**src/design/gcb_pkg.sv**
```systemverilog
/*
 * gcb_pkg: register map, field positions, reset values and decode
 * tables for the gauge configuration bank.
 * assumes a single 125 MHz clock and a plain strobe register port.
 */
package gcb_pkg;

	// register indices on the plain port (4-bit index, 16-bit data)
	localparam logic [3:0] ADDR_FLASH_MIN_V = 4'h0;
	localparam logic [3:0] ADDR_SLEEP_BAND = 4'h1;
	localparam logic [3:0] ADDR_OPT_B = 4'h2;
	localparam logic [3:0] ADDR_OPT_C = 4'h3;
	localparam logic [3:0] ADDR_LT_INTERVAL = 4'h4;
	localparam logic [3:0] ADDR_OPT_D = 4'h5;
	localparam logic [3:0] ADDR_PROT_OC = 4'h6;
	localparam logic [3:0] ADDR_PROT_OV = 4'h7;
	localparam logic [3:0] ADDR_OPT_A = 4'h8;
	localparam logic [3:0] ADDR_STATUS = 4'h9;

	// reset values
	localparam logic [15:0] RST_FLASH_MIN_V = 16'h0af0;
	localparam logic [15:0] RST_SLEEP_BAND = 16'h000f;
	localparam logic [15:0] RST_LT_INTERVAL = 16'h003c;
	localparam logic [7:0] RST_OPT_A = 8'h7f;
	localparam logic [7:0] RST_OPT_B = 8'ha7;
	localparam logic [7:0] RST_OPT_C = 8'hb9;
	localparam logic [7:0] RST_OPT_D = 8'h83;
	localparam logic [7:0] RST_PROT_OC = 8'h0a;
	localparam logic [7:0] RST_PROT_OV = 8'h07;

	// writable-bit masks: reserved bits are held at zero
	localparam logic [7:0] MASK_OPT_B = 8'hf7;
	localparam logic [7:0] MASK_OPT_C = 8'hf9;
	localparam logic [7:0] MASK_OPT_D = 8'hfb;
	localparam logic [7:0] MASK_PROT_OC = 8'h3f;
	localparam logic [7:0] MASK_PROT_OV = 8'h07;

	// field positions
	localparam int OPT_A_SLEEP = 5;
	localparam int OPT_B_TAB = 6;
	localparam int OPT_B_ISD = 4;
	localparam int OPT_B_LRELAX = 2;
	localparam int OPT_B_DODW = 1;
	localparam int OPT_C_FASTQ = 7;
	localparam int OPT_C_RLXSM = 5;
	localparam int OPT_C_SMOOTH = 4;
	localparam int OPT_C_LEVEL = 0;
	localparam int OPT_D_OT = 7;
	localparam int OPT_D_FC = 6;
	localparam int OPT_D_INH = 5;
	localparam int OPT_D_SUS = 4;
	localparam int OPT_D_SYNC = 3;
	localparam int OPT_D_RESV = 1;
	localparam int OPT_D_IMAX = 0;
	localparam int OC_SCD = 5;

	// lifetime interval unit: one second at 125 MHz
	localparam int CLK_HZ = 125_000_000;
	localparam int LT_UNIT_S = 1;
	localparam int LT_UNIT_CYC = CLK_HZ * LT_UNIT_S;

	// thresholds in mV (cell overvoltage in mV as well)
	localparam logic [15:0] SCD_MV_LO = 16'h0049;
	localparam logic [15:0] SCD_MV_HI = 16'h0094;

	typedef struct packed {
		logic tab_detach_check_en;
		logic internal_short_check_en;
		logic long_relax_en;
		logic discharge_depth_weight_en;
		logic fast_capacity_update_en;
		logic charge_smoothing_en;
		logic relax_smoothing_en;
		logic relax_instant_equalise_en;
		logic max_discharge_report_en;
		logic max_discharge_reserve_en;
	} gcb_feature_s;

	typedef struct packed {
		logic [15:0] short_circuit_mv;
		logic [15:0] discharge_oc_mv;
		logic [15:0] charge_oc_mv;
		logic [15:0] cell_ov_mv;
	} gcb_thresh_s;

	typedef struct packed {
		logic charge_overtemp_fault;
		logic discharge_overtemp_fault;
		logic full_charge_flag;
		logic charge_inhibit_flag;
		logic charge_suspend_flag;
	} gcb_flags_s;

endpackage

```
**src/design/gcb_config_bank.sv**
```systemverilog
/*
 * gcb_config_bank: gauge configuration register bank with the switch,
 * interrupt, flash-write and sleep gating that the options steer.
 * assumes inputs synchronous to ref_clk; read data one cycle after strobe.
 */
// The implementer's own choice: strobed register access.
//
// Summary of operation
// - option b bit 6 enables tab detach check
// - option b bit 4 enables internal short check
// - option b bit 2 selects long relaxation
// - option b bit 1 enables discharge depth weighting
// - options b, c reset to a7, b9
// - option c bit 7 enables fast capacity update
// - option c bit 4 enables smoothing
// - option c bit 5 smooths during relaxation when bit 4 is set
// - option c bit 0 passes level interrupts only
// - option d bit 7 overtemp opens switches
// - option d bit 6 full charge opens charge
// - option d bit 5 inhibit opens charge
// - option d bit 4 suspend opens charge
// - option d bit 3 equalises instantly in relax
// - option d bits 0,1 max current; reset 83
// - overcurrent bit 5 picks 73/148 mV short
// - overcurrent bits 4:2 discharge 14..83 mV
// - overcurrent bits 1:0 charge 6..28 mV
// - overvoltage bits 2:0 4.275..4.450 V; reset 07
// - lifetime writes spaced by configured interval
// - flash writes blocked below limit unless charger
// - sleep when current inside band and enabled
// - sleep option bit gates sleep entry
module gcb_config_bank (
	// clock and reset
	input wire logic ref_clk,
	input wire logic sys_rst,
	// register port
	input wire logic [3:0] reg_addr,
	input wire logic [15:0] reg_wdata,
	input wire logic reg_wr,
	input wire logic reg_rd,
	output logic [15:0] reg_rdata,
	// gauge conditions
	input wire logic [15:0] battery_mv,
	input wire logic charger_present,
	input wire logic signed [15:0] mean_current,
	input wire logic sleep_conditions_ok,
	input wire logic lt_write_req,
	input wire logic flash_write_req,
	input wire gcb_pkg::gcb_flags_s flags,
	// interrupt sources
	input wire logic level_irq_src,
	input wire logic other_irq_src,
	// results
	output gcb_pkg::gcb_feature_s features,
	output gcb_pkg::gcb_thresh_s thresholds,
	output logic interrupt_pin,
	output logic charge_switch,
	output logic discharge_switch,
	output logic flash_write_grant,
	output logic lt_write_grant,
	output logic sleep_enter
);

	////////////////////////////////////////////////////////////////////
	// storage

	logic [15:0] flash_write_min_voltage;
	logic [15:0] sleep_current_band;
	logic [15:0] lifetime_write_interval;
	logic [7:0] pack_options_a;
	logic [7:0] pack_options_b;
	logic [7:0] pack_options_c;
	logic [7:0] pack_options_d;
	logic [7:0] protector_overcurrent_cfg;
	logic [7:0] protector_overvoltage_cfg;
	logic lt_wait;
	logic [26:0] lt_sec_cnt;
	logic [15:0] lt_secs;
	logic lt_done;

	function automatic logic hit(input logic [3:0] a, input logic [3:0] r);
		hit = (a == r);
	endfunction

	always_ff @(posedge ref_clk) begin
		if (sys_rst) begin
			flash_write_min_voltage <= gcb_pkg::RST_FLASH_MIN_V;
			sleep_current_band <= gcb_pkg::RST_SLEEP_BAND;
			lifetime_write_interval <= gcb_pkg::RST_LT_INTERVAL;
		end else if (reg_wr) begin
			if (hit(reg_addr, gcb_pkg::ADDR_FLASH_MIN_V))
				flash_write_min_voltage <= reg_wdata;
			if (hit(reg_addr, gcb_pkg::ADDR_SLEEP_BAND))
				sleep_current_band <= reg_wdata;
			if (hit(reg_addr, gcb_pkg::ADDR_LT_INTERVAL))
				lifetime_write_interval <= reg_wdata;
		end
	end

	// reserved bits are masked off on write so they always read zero
	always_ff @(posedge ref_clk) begin
		if (sys_rst) begin
			pack_options_a <= gcb_pkg::RST_OPT_A;
			pack_options_b <= gcb_pkg::RST_OPT_B;
			pack_options_c <= gcb_pkg::RST_OPT_C;
			pack_options_d <= gcb_pkg::RST_OPT_D;
			protector_overcurrent_cfg <= gcb_pkg::RST_PROT_OC;
			protector_overvoltage_cfg <= gcb_pkg::RST_PROT_OV;
		end else if (reg_wr) begin
			if (hit(reg_addr, gcb_pkg::ADDR_OPT_A))
				pack_options_a <= reg_wdata[7:0];
			if (hit(reg_addr, gcb_pkg::ADDR_OPT_B))
				pack_options_b <= reg_wdata[7:0] & gcb_pkg::MASK_OPT_B;
			if (hit(reg_addr, gcb_pkg::ADDR_OPT_C))
				pack_options_c <= reg_wdata[7:0] & gcb_pkg::MASK_OPT_C;
			if (hit(reg_addr, gcb_pkg::ADDR_OPT_D))
				pack_options_d <= reg_wdata[7:0] & gcb_pkg::MASK_OPT_D;
			if (hit(reg_addr, gcb_pkg::ADDR_PROT_OC))
				protector_overcurrent_cfg <=
					reg_wdata[7:0] & gcb_pkg::MASK_PROT_OC;
			if (hit(reg_addr, gcb_pkg::ADDR_PROT_OV))
				protector_overvoltage_cfg <=
					reg_wdata[7:0] & gcb_pkg::MASK_PROT_OV;
		end
	end

	////////////////////////////////////////////////////////////////////
	// read port

	always_ff @(posedge ref_clk) begin
		if (sys_rst) begin
			reg_rdata <= 16'h0000;
		end else if (reg_rd) begin
			unique case (reg_addr)
				gcb_pkg::ADDR_FLASH_MIN_V: reg_rdata <= flash_write_min_voltage;
				gcb_pkg::ADDR_SLEEP_BAND: reg_rdata <= sleep_current_band;
				gcb_pkg::ADDR_OPT_B: reg_rdata <= {8'h00, pack_options_b};
				gcb_pkg::ADDR_OPT_C: reg_rdata <= {8'h00, pack_options_c};
				gcb_pkg::ADDR_LT_INTERVAL: reg_rdata <= lifetime_write_interval;
				gcb_pkg::ADDR_OPT_D: reg_rdata <= {8'h00, pack_options_d};
				gcb_pkg::ADDR_PROT_OC:
					reg_rdata <= {8'h00, protector_overcurrent_cfg};
				gcb_pkg::ADDR_PROT_OV:
					reg_rdata <= {8'h00, protector_overvoltage_cfg};
				gcb_pkg::ADDR_OPT_A: reg_rdata <= {8'h00, pack_options_a};
				gcb_pkg::ADDR_STATUS:
					reg_rdata <= {10'h000, sleep_enter, lt_wait,
						flash_write_grant, interrupt_pin,
						discharge_switch, charge_switch};
				default: reg_rdata <= 16'h0000;
			endcase
		end else begin
			reg_rdata <= 16'h0000;
		end
	end

	////////////////////////////////////////////////////////////////////
	// feature enables

	always_comb begin
		features.tab_detach_check_en =
			pack_options_b[gcb_pkg::OPT_B_TAB];
		features.internal_short_check_en =
			pack_options_b[gcb_pkg::OPT_B_ISD];
		features.long_relax_en = pack_options_b[gcb_pkg::OPT_B_LRELAX];
		features.discharge_depth_weight_en =
			pack_options_b[gcb_pkg::OPT_B_DODW];
		features.fast_capacity_update_en =
			pack_options_c[gcb_pkg::OPT_C_FASTQ];
		features.charge_smoothing_en =
			pack_options_c[gcb_pkg::OPT_C_SMOOTH];
		// relaxation smoothing rides on the main smoothing enable
		features.relax_smoothing_en = pack_options_c[gcb_pkg::OPT_C_SMOOTH]
			& pack_options_c[gcb_pkg::OPT_C_RLXSM];
		features.relax_instant_equalise_en =
			pack_options_d[gcb_pkg::OPT_D_SYNC];
		features.max_discharge_report_en =
			pack_options_d[gcb_pkg::OPT_D_IMAX];
		features.max_discharge_reserve_en =
			pack_options_d[gcb_pkg::OPT_D_RESV];
	end

	////////////////////////////////////////////////////////////////////
	// protector thresholds

	always_comb begin
		thresholds.short_circuit_mv =
			protector_overcurrent_cfg[gcb_pkg::OC_SCD] ?
			gcb_pkg::SCD_MV_HI : gcb_pkg::SCD_MV_LO;
		unique case (protector_overcurrent_cfg[4:2])
			3'b000: thresholds.discharge_oc_mv = 16'h000e;
			3'b001: thresholds.discharge_oc_mv = 16'h0018;
			3'b010: thresholds.discharge_oc_mv = 16'h0022;
			3'b011: thresholds.discharge_oc_mv = 16'h002c;
			3'b100: thresholds.discharge_oc_mv = 16'h0035;
			3'b101: thresholds.discharge_oc_mv = 16'h003f;
			3'b110: thresholds.discharge_oc_mv = 16'h0049;
			3'b111: thresholds.discharge_oc_mv = 16'h0053;
		endcase
		unique case (protector_overcurrent_cfg[1:0])
			2'b00: thresholds.charge_oc_mv = 16'h0006;
			2'b01: thresholds.charge_oc_mv = 16'h000d;
			2'b10: thresholds.charge_oc_mv = 16'h0012;
			2'b11: thresholds.charge_oc_mv = 16'h001c;
		endcase
		// 4275 mV plus 25 mV per code step
		thresholds.cell_ov_mv = 16'h10b3
			+ 16'(protector_overvoltage_cfg[2:0]) * 16'h0019;
	end

	////////////////////////////////////////////////////////////////////
	// switches and interrupt pin

	always_ff @(posedge ref_clk) begin
		if (sys_rst) begin
			charge_switch <= 1'b0;
			discharge_switch <= 1'b0;
		end else begin
			charge_switch <= ~(
				(pack_options_d[gcb_pkg::OPT_D_OT]
					& flags.charge_overtemp_fault)
				| (pack_options_d[gcb_pkg::OPT_D_FC]
					& flags.full_charge_flag)
				| (pack_options_d[gcb_pkg::OPT_D_INH]
					& flags.charge_inhibit_flag)
				| (pack_options_d[gcb_pkg::OPT_D_SUS]
					& flags.charge_suspend_flag));
			discharge_switch <= ~(pack_options_d[gcb_pkg::OPT_D_OT]
				& flags.discharge_overtemp_fault);
		end
	end

	always_ff @(posedge ref_clk) begin
		if (sys_rst)
			interrupt_pin <= 1'b0;
		else if (pack_options_c[gcb_pkg::OPT_C_LEVEL])
			interrupt_pin <= level_irq_src;
		else
			interrupt_pin <= level_irq_src | other_irq_src;
	end

	////////////////////////////////////////////////////////////////////
	// flash write gating and lifetime spacing

	logic volt_ok;
	assign volt_ok = charger_present
		| (battery_mv >= flash_write_min_voltage);
	assign flash_write_grant = flash_write_req & volt_ok;
	assign lt_done = (lt_secs >= lifetime_write_interval);
	assign lt_write_grant = lt_write_req & volt_ok & ~lt_wait;

	// one-second tick and elapsed-seconds count since the last lifetime write
	always_ff @(posedge ref_clk) begin
		if (sys_rst) begin
			lt_wait <= 1'b0;
			lt_sec_cnt <= '0;
			lt_secs <= 16'h0000;
		end else if (lt_write_grant) begin
			lt_wait <= (lifetime_write_interval != 16'h0000);
			lt_sec_cnt <= '0;
			lt_secs <= 16'h0000;
		end else if (lt_wait) begin
			if (lt_done) begin
				lt_wait <= 1'b0;
			end else if (lt_sec_cnt == 27'(gcb_pkg::LT_UNIT_CYC - 1)) begin
				lt_sec_cnt <= '0;
				lt_secs <= lt_secs + 16'h0001;
			end else begin
				lt_sec_cnt <= lt_sec_cnt + 27'h000_0001;
			end
		end
	end

	////////////////////////////////////////////////////////////////////
	// sleep entry

	logic [15:0] cur_mag;
	assign cur_mag = mean_current[15] ? 16'(-mean_current)
		: 16'(mean_current);

	always_ff @(posedge ref_clk) begin
		if (sys_rst)
			sleep_enter <= 1'b0;
		else
			sleep_enter <= pack_options_a[gcb_pkg::OPT_A_SLEEP]
				& sleep_conditions_ok
				& (cur_mag < sleep_current_band);
	end

endmodule // gcb_config_bank

```
**config.mk**
```make
export PLATFORM = sky130hd
export DESIGN_NAME = gcb_config_bank
export DESIGN_NICKNAME = d
export VERILOG_FILES = /design/src/design/gcb_pkg.sv /design/src/design/gcb_config_bank.sv
export SDC_FILE = /design/constraint.sdc
export NUM_CORES = 1
export LEC_CHECK = 0
export BUFFER_PORTS_ARGS = -buffer_cell sky130_fd_sc_hd__buf_2
export CELL_PAD_IN_SITES_DETAIL_PLACEMENT = 1
export CELL_PAD_IN_SITES_GLOBAL_PLACEMENT = 1
export CORE_MARGIN = 4
export CORE_UTILIZATION = 45
export DETAILED_ROUTE_END_ITERATION = 6
export GPL_TIMING_DRIVEN = 0
export PLACE_DENSITY_LB_ADDON = 0.1
export SYNTH_ARGS = -nofsm -noshare
export SYNTH_HDL_FRONTEND = slang
export SYNTH_SLANG_ARGS = --single-unit
```
**constraint.sdc**
```tcl
create_clock -name ref_clk -period 8.57 [get_ports ref_clk]
set_input_delay 1.2855 -clock ref_clk [delete_from_list [all_inputs] [get_ports ref_clk]]
set_output_delay 1.2855 -clock ref_clk [all_outputs]
set_load 0.005 [all_outputs]
```
## Word level (Yosys, flattened, before mapping)

Memory sizes are Yosys's and may differ from the RTL's. A register that Yosys moved wholly into a read port is not among the register bits.
Cells that the tools add are included.

- Bits in read-only memories: 56
- Output and inout bits: 96
- Register bits after elaboration: 149
- Bits of input ports: 67
- Logic and storage cells: 87
- Memories: 1

- $mul: 1
- Magnitude comparators: 3
- Multiplexer cells: 11
- Equal/unequal tests: 13
- Bitwise gates (word level): 21
- Add/subtract/negate cells: 4
- Reduce and logical (&&, ||, !) cells: 16

Memory list:

| name | words | bits a word | read ports | clocked after memory_dff | wr ports | line | text |
|---|---|---|---|---|---|---|---|
| (name not given) | 8 | 7 | 1 | 1 | 0 | gcb_config_bank.sv:190 | `unique case (protector_overcurrent_cfg[4:2])` |

Operator list:

| operator | count |
|---|---|
| 16-bit one-hot mux with 10 select lines | 1 |
| 16-bit one-hot mux with 4 select lines | 1 |
| 16-bit >= comparator | 2 |
| 27-bit by 1-bit adder with 27-bit output, second input constant | 1 |
| 27-bit equality test, second input constant | 1 |
| 27-bit two-way mux | 1 |
| 2-bit AND reduction | 10 |
| 16-bit by 1-bit adder with 16-bit output, second input constant | 1 |
| 4-bit by 3-bit equality test with 1-bit output, second input constant | 4 |
| 16-bit less-than comparator | 1 |
| 16-bit two-way mux | 1 |
| 16-bit negation | 1 |
| 16-bit nonzero test | 1 |
| 13-bit by 8-bit adder with 14-bit output, first input constant | 1 |
| 1-bit bitwise AND | 11 |
| 4-bit by 2-bit equality test with 1-bit output, second input constant | 2 |
| 4-bit equality test, second input constant | 2 |
| 3-bit by 5-bit multiplier with 8-bit output, second input constant | 1 |
| 8-bit two-way mux | 1 |
| 3-bit two-way mux | 2 |
| 1-bit NOT | 5 |
| 1-bit OR | 5 |
| 2-bit equality test, second input constant | 2 |
| 4-bit by 1-bit equality test with 1-bit output, second input constant | 1 |
| other kinds (6) | 10 |

## Longest topological paths before layout

Gate-level depths: netlist of run 1.

- Depth in word-level cells: 5
- Mapped depth: 12
- Mapped depth without buffers: 12

## Least setup slack after synthesis of run 1

OpenSTA, ideal clock, no wires.

- Path type: input -> output
- Start: input battery_mv[2]
- End: output flash_write_grant
- Slack: 4.856 ns
- Buffers on the path: 0
- Cell stages on the path: 6
- Arrival: 2.428 ns
- Required time: 7.285 ns
- Cells stage by stage: ha_1 > a211o_1 > a31oi_1 > o211ai_1 > a21oi_1 > nor2_1

- Cells in the longest elaborated chain, start to end: 3

RTL lines:

| what | line | text |
|---|---|---|
| start, declared | gcb_config_bank.sv:43 | `input wire logic [15:0] battery_mv,` |
| 16-bit >= comparator | gcb_config_bank.sv:247 | `\| (battery_mv >= flash_write_min_voltage);` |
| 1-bit OR | gcb_config_bank.sv:247 |  |
| 1-bit bitwise AND | gcb_config_bank.sv:248 | `assign flash_write_grant = flash_write_req & volt_ok;` |
| end, declared | gcb_config_bank.sv:59 | `output logic flash_write_grant,` |

Every way passes these cells.

## Worst setup path after layout of run 1

- Start: input battery_mv[14]
- End: output flash_write_grant

The elaborated chain is that of the path after synthesis.

==> flow_summary_export.csv, run 1 <==
group,metric,value,unit
clock_network,h-tree-depth,4,
worst_setup_path,cp_cell_sequence,"buf_2 > ha_1 > a21o_1 > a211oi_1 > nand2_1 > a21oi_1 > nor2_1 > buf_2",
route,avgViaCountPerCell,5.54,
clock_network,clockBufferDepth,2,
clock_network,hold_buffers,0,
pwr,leakage,4.40,nW
cells_and_area,fin_nets,1378,
yosys,yosysWarnings,0,
sta,maxSlewViolCount,0,
sta,hold_viol_final,0,
worst_setup_path,critPathMaxStageDelay,460,ps
route,ant_nets,0,
sta,fmax,0.230,GHz
worst_setup_path,crit_start,"battery_mv[14]",
place,dpl.hpwl,22700,um
hold_path,min-delay-start,"flash_write_min_voltage[14]$_SDFFE_PP0P_",
floorplanning,ioPinCount,163,
job,cap_violations,0,
yosys,yosysSeqAreaShare,0.353,
cells_and_area,final_core_util,0.540,
global_routing,antenna_found_initial,0,
global_routing,grt_pass1_vias,8762,
place,dpl.cell_count,1497,
route,via_count,8462,
cells_and_area,syn2layout_area_growth,18.4,%
worst_setup_path,worstSetupEndpointType,"primary output",
pwr,cellPowerDensity,158,mW/mm^2
route,drc,0,
worst_setup_path,worst-path-max-fanout,5,
clock_network,post-cts-setup-buffers,0,
yosys,ys.flop_type,"dfxtp_1",
cells_and_area,diodes,0,
sta,post-route-min-period,4350,ps
clock_network,cts_buffers,17,
global_routing,top_usage_layer,"met2",
floorplanning,fp.dieW,148,um
yosys,syn_area,0.00884,mm^2
global_routing,grt_pass1_wl,47000,um
place,portBuffers,120,
place,gp_congestion,0.928,
clock_network,cts_tree,"built",
worst_setup_path,crit_type,"input pin to primary output",
global_routing,met3_usage,0.0396,
clock_network,ctsResizeCount,0,
sta,rsz0062_at_grt,"false",
global_routing,grt-ovfl-total,0,
global_routing,grtUsageTotal,0.269,
floorplanning,design.core.area,0.0194,mm^2
yosys,synth_area_per_cell,8.22,um^2
worst_setup_path,critical_path.slowest_cell,"a21oi_1",
hold_path,hold_class,"register to register",
global_routing,grt_max_degree,17,
worst_setup_path,crit_arrival,3070,ps
pwr,power,1.66,mW
sta,setup_violations,0,
pwr,ir_drop,0.138,mV
floorplanning,rows,51,
worst_setup_path,worst-path-buf-inv,2,
worst_setup_path,cp_top_family,"compound AO/OA/AOI/OAI gates",
run_status,status,"finished, final reports clean",
yosys,synth_enable_flop_cells,0,
clock_network,clock-sinks,156,
cells_and_area,final_cells,1528,
route,wire_per_inst,19.4,um
cells_and_area,drive_gt1_frac,0.173,
route,dr.pass1.iters,6,
sta,fin_skew,10.3,ps
clock_network,cts_root_buffer,"clkbuf_16",
worst_setup_path,regToRegStartpoint,"lifetime_write_interval[5]$_SDFFE_PP1P_",
sta,post-route-period-util,0.508,
sta,tightest_slew,897,ps
clock_network,clk_pin_slew,60,ps
route,drt-initial-drc-count,525,
floorplanning,die-area,0.0220,mm^2
sta,slew_headroom,0.397,
worst_setup_path,required,7280,ps
yosys,syn_inst,1076,
global_routing,use_met2,0.473,
worst_setup_path,crit_path_frequent_cell,"buf_2",
yosys,ys_types,67,
cells_and_area,fillers,2493,
route,drt_wl_total,29600,um
yosys,async_reset_ff_frac,0,
yosys,ys_ff_latch,156,
global_routing,grtUsageMet1,0.346,
sta,final.setup.tns,0,ps
floorplanning,die_h,148,um
worst_setup_path,cp-start-kind,"input pin",
floorplanning,initial_core_util,0.456,
clock_network,clk_latency,430,ps
==> final timing paths <==
check             slack, ps  cells after the start                                       end
setup / recovery       4220                      8                         flash_write_grant
hold reg to reg         470                      2  flash_write_min_voltage[14]$_SDFFE_PP0P_
hold / removal          470                      2  flash_write_min_voltage[14]$_SDFFE_PP0P_
setup reg to reg       4790                     10                lt_sec_cnt[6]$_SDFFE_PP0P_
==> final cells by class <==
class / count / area (um^2) / area share
timing repair buffer: 121 / 608 / 0.0581
clock inverter: 10 / 92.6 / 0.00884
sequential: 156 / 3120 / 0.298
multi-input combinational: 780 / 5020 / 0.479
tap: 265 / 332 / 0.0317
buffer: 111 / 608 / 0.0581
clock buffer: 21 / 450 / 0.0430
inverter: 64 / 240 / 0.0229
==> kinds of logic (layout without fill, tap and decap cells) <==
logic type / Yosys count / count (layout) / synth area share
AOI/OAI and AO/OA: 214 / 214 / 0.163
xor gates and xnor gates: 49 / 49 / 0.0485
adders and majority gates: 60 / 60 / 0.0849
buffers and inverters: 175 / 327 / 0.0959
DFF: 156 / 156 / 0.353
muxes: 40 / 40 / 0.0488
other: 2 / 37 / 0.000849
and+or+nand+nor: 380 / 380 / 0.205
==> routing by layer <==
metal / vias up / wire length, um
met5: - / 0
met4: 0 / 520
met3: 46 / 1450
met2: 232 / 14700
met1: 4132 / 12900
li1: 4052 / -
==> sequential cells by signal, summed over array words and instances (netlist names) <==
signal                     flops
reg_rdata                     16
pack_options_d                 7
interrupt_pin                  1
discharge_switch               1
sleep_enter                    1
thresholds                     7
protector_overvoltage_cfg      3
pack_options_b                 7
sleep_current_band            16
protector_overcurrent_cfg      6
flash_write_min_voltage       16
charge_switch                  1
lifetime_write_interval       16
lt_sec_cnt                    27
lt_wait                        1
pack_options_c                 6
lt_secs                       16
pack_options_a                 8
==> power by group <==
group          internal [mW]  leakage (nW)  switching [mW]
Combinational         0.0761          2.88           0.119
Sequential             0.735          1.26         0.00882
Clock                  0.406         0.256           0.313
Total                   1.22          4.40           0.441
==> metrics by stage <==
| step | setup WS, ps | hold WS, ps | cell area, um^2 |
|---|---|---|---|
| detailed placement | 4220 | 464 | 9920 |
| global route | 4030 | 497 | 10500 |
| floorplan | 4860 | 437 | 8980 |
| CTS | 4210 | 477 | 10500 |
| global placement | 4230 | 448 | 9910 |
| finish | 4220 | 474 | 10500 |
==> synthesized netlist by cell type (6+ instances only) <==
| cell | count | share of area |
|---|---|---|
| and3_1 | 11 | 0.0078 |
| buf_4 | 51 | 0.043 |
| inv_1 | 63 | 0.027 |
| xnor2_1 | 19 | 0.019 |
| nor2_1 | 63 | 0.027 |
| or4_1 | 6 | 0.0051 |
| nor3_1 | 37 | 0.021 |
| nand2_1 | 163 | 0.069 |
| o21ai_0 | 33 | 0.019 |
| a222oi_1 | 10 | 0.011 |
| ha_1 | 60 | 0.085 |
| o31ai_1 | 6 | 0.0051 |
| nand4_1 | 10 | 0.0071 |
| a211oi_1 | 7 | 0.0059 |
| nor4_1 | 11 | 0.0078 |
| a21o_1 | 8 | 0.0068 |
| o2111ai_1 | 16 | 0.016 |
| o211ai_1 | 24 | 0.020 |
| and2_1 | 10 | 0.0071 |
| dfxtp_1 | 156 | 0.35 |
| nand3_1 | 24 | 0.014 |
| clkbuf_1 | 57 | 0.024 |
| xor2_1 | 30 | 0.030 |
| nand2b_1 | 8 | 0.0057 |
| a21oi_1 | 67 | 0.038 |
| nand3b_1 | 6 | 0.0051 |
| mux2i_1 | 33 | 0.037 |
| nor2b_1 | 7 | 0.0050 |
==> placed cells by master (no fill, tap or decap), drive strengths merged, types with 10 or more instances in the layout <==
master and instances:
buf 175, nand2 163, dfxtp 156, clkbuf 78, a21oi 67, inv 65
nor2 63, ha 60, nor3 38, conb 37, o21ai 35, mux2i 33
xor2 30, nand3 24, o211ai 24, xnor2 19, o2111ai 17, nor4 12
and3 11, and2 11, a222oi 10, nand4 10
==> worst min-delay path: cells and delay by family (launching register included) <==
kind	cells	cell delay, ps
DFF	1	320
and+or+nand+nor	1	50
AOI/OAI and AO/OA	1	50
No activity file was read; power rests on OpenSTA's default activity.
==> run 2: changes to the inputs <==
--- a/config.mk
+++ b/config.mk
@@ -9,7 +9,7 @@
 export CELL_PAD_IN_SITES_DETAIL_PLACEMENT = 1
 export CELL_PAD_IN_SITES_GLOBAL_PLACEMENT = 1
 export CORE_MARGIN = 4
-export CORE_UTILIZATION = 45
+export CORE_UTILIZATION = 38
 export DETAILED_ROUTE_END_ITERATION = 6
 export GPL_TIMING_DRIVEN = 0
 export PLACE_DENSITY_LB_ADDON = 0.1
==> constraint.sdc (replaced) <==
create_clock -name ref_clk -period 3.75 [get_ports ref_clk]
set_input_delay 0.5625 -clock ref_clk [delete_from_list [all_inputs] [get_ports ref_clk]]
set_output_delay 0.5625 -clock ref_clk [all_outputs]
set_load 0.005 [all_outputs]
==> run 2 against run 1 <==
  * Clock-buffer cell count increased by 1
  * Combinational power increased by 130%
  * Die area increased by 17%
==> flow_summary_export.csv, run 2 (synthesis results as in run 1) <==
group,metric,value,unit
clock_network,clock-sinks,156,
pwr,p_int,2.86,mW
worst_setup_path,required,4050,ps
route,dr.pass1.iters,6,
sta,tightest_slew,873,ps
clock_network,post-cts-setup-buffers,0,
clock_network,cts_buffers,17,
worst_setup_path,crit_arrival,3560,ps
sta,fin_skew,9.07,ps
cells_and_area,largest_reg_flops,27,
pwr,cellPowerDensity,364,mW/mm^2
worst_setup_path,worstSetupEndpointType,"register",
place,gp_congestion,0.941,
sta,rsz0062_at_grt,"false",
cells_and_area,final_cell_mix,"163 x nand2_1, 156 x dfxtp_1, 120 x buf_2, 67 x a21oi_1",
floorplanning,die-area,0.0258,mm^2
clock_network,clk_latency,430,ps
worst_setup_path,crit_type,"register to register",
clock_network,cts_root_buffer,"clkbuf_16",
route,avgViaCountPerCell,5.29,
run_status,status,"finished, final reports clean",
sta,hold_viol_final,0,
global_routing,grt_pass1_wl,47400,um
floorplanning,rows,55,
worst_setup_path,critPathMaxStageDelay,450,ps
global_routing,grt_pass1_vias,8560,
floorplanning,fp.dieW,161,um
global_routing,grtUsageTotal,0.231,
cells_and_area,fin_area,0.0106,mm^2
place,dpl.cell_count,1545,
cells_and_area,regMostFlops,"lt_sec_cnt",
worst_setup_path,crit_path_frequent_cell,"clkbuf_2",
cells_and_area,fillers,2829,
global_routing,antenna_found_initial,1,
cells_and_area,syn2layout_area_growth,19.3,%
route,via_count,8323,
floorplanning,ioPinCount,163,
sta,fmax,0.306,GHz
worst_setup_path,cp_cell_sequence,"inv_1 > ha_1 > a2111oi_0 > o21ai_0 > a211oi_2 > clkbuf_2 > o211a_1 > clkbuf_2 > clkbuf_1 > nor3_1",
hold_path,hold_class,"input pin to register",
global_routing,grt_max_degree,17,
cells_and_area,final_common_cell,"nand2_1",
place,portBuffers,120,
sta,setup_violations,0,
place,dpl.hpwl,23300,um
sta,maxSlewViolCount,0,
route,ant_nets,0,
cells_and_area,drive_gt1_frac,0.175,
pwr,netSwitchingPower,0.989,mW
pwr,power_frac_seq,0.442,
cells_and_area,fin_nets,1378,
floorplanning,die_h,161,um
sta,post-route-min-period,3270,ps
worst_setup_path,cp-start-kind,"register",
pwr,clkPwrFrac,0.442,
cells_and_area,diodes,0,
worst_setup_path,worst-path-max-fanout,10,
sta,post-route-period-util,0.871,
pwr,ir_drop,0.272,mV
clock_network,h-tree-depth,4,
route,drt-initial-drc-count,559,
worst_setup_path,critical_path.slowest_cell,"a2111oi_0",
route,wire_per_inst,19.0,um
pwr,pwr-share-comb,0.116,
job,cap_violations,0,
pwr,power.share.switching,0.257,
clock_network,cts_tree,"built",
route,drt_wl_total,29900,um
place,postPlaceCellArea,0.00998,mm^2
floorplanning,initial_core_util,0.388,
clock_network,clockBufferDepth,2,
cells_and_area,final_cells,1574,
global_routing,grt-ovfl-total,0,
clock_network,clk_pin_slew,60,ps
route,drc,0,
floorplanning,design.core.area,0.0228,mm^2
sta,slew_headroom,0.414,
pwr,leakage,4.42,nW
run 2: cell types whose count changed in the layout (fill, tap and decap cells not counted):
cell	before	now
a211oi_1	7	6
a211oi_2	0	1
bufinv_16	1	2
clkbuf_1	60	57
clkbuf_2	0	3
clkbuf_8	1	2
clkinv_2	3	2
clkinvlp_4	4	3
inv_6	2	0
run 2: stage by stage:
step	setup TNS, ps	util	total power [mW]	hold slack [ps]	setup WS, ps
4_1_cts	0	0.463	3.86	344	64.6
3_5_place_dp	-128	0.438	2.18	464	-29.0
2_1_floorplan	0	-	2.00	437	983
3_3_place_gp	0	0.438	2.17	457	14.4
5_1_grt	0	0.463	4.00	357	131
6_report	0	0.463	3.84	354	482
run 2: power groups by stage:
stage | Combinational (mW) | Sequential (mW) | Clock, mW
after global placement | 0.431 | 1.74 | 0
final | 0.445 | 1.70 | 1.70
after floorplan | 0.269 | 1.73 | 0
after global routing | 0.493 | 1.70 | 1.80
after CTS | 0.442 | 1.70 | 1.72
after detailed placement | 0.439 | 1.74 | 0
run 2: path summary, 6_finish.rpt:
kind                            slack (ps)  depth (start not counted)                                     start                                       end
worst max-delay path                   480                         10   lifetime_write_interval[5]$_SDFFE_PP1P_               lt_sec_cnt[10]$_SDFFE_PP0P_
worst min-delay path                   350                          2                                  flags[3]               discharge_switch$_SDFF_PP0_
worst max register to register         480                         10   lifetime_write_interval[5]$_SDFFE_PP1P_               lt_sec_cnt[10]$_SDFFE_PP0P_
worst min register to register         470                          2  flash_write_min_voltage[10]$_SDFFE_PP0P_  flash_write_min_voltage[10]$_SDFFE_PP0P_
run 2: timing repair:
action | CTS | global route
resized for setup | 1 | 6
gates cloned | 0 | 0
setup endpoints to repair | 20 | 23
hold buffers | 0 | 0
run 2: critical path: cells and delay by family, from the launching register on:
family                     cells  cell delay [ps]
and+or+nand+nor                1              100
buffers and inverters          4             1040
adders and majority gates      1              330
AOI/OAI and AO/OA              4             1290
DFF                            1              360
run 2: per-layer routing:
layer	part of all wire	routed length, um	track usage
met5	0.00043	13	0
met3	0.049	1470	0.0431
met4	0.012	362	0.0493
met1	0.45	13400	0.301
met2	0.49	14600	0.399
run 2: cell type report:
cell class                 count  area (um^2)  area share
multi-input combinational    780         5020       0.476
sequential                   156         3120       0.296
buffer                       111          612      0.0580
timing repair buffer         121          608      0.0576
clock buffer                  22          464      0.0440
tap                          313          392      0.0371
inverter                      64          240      0.0228
clock inverter                 7         92.6     0.00877
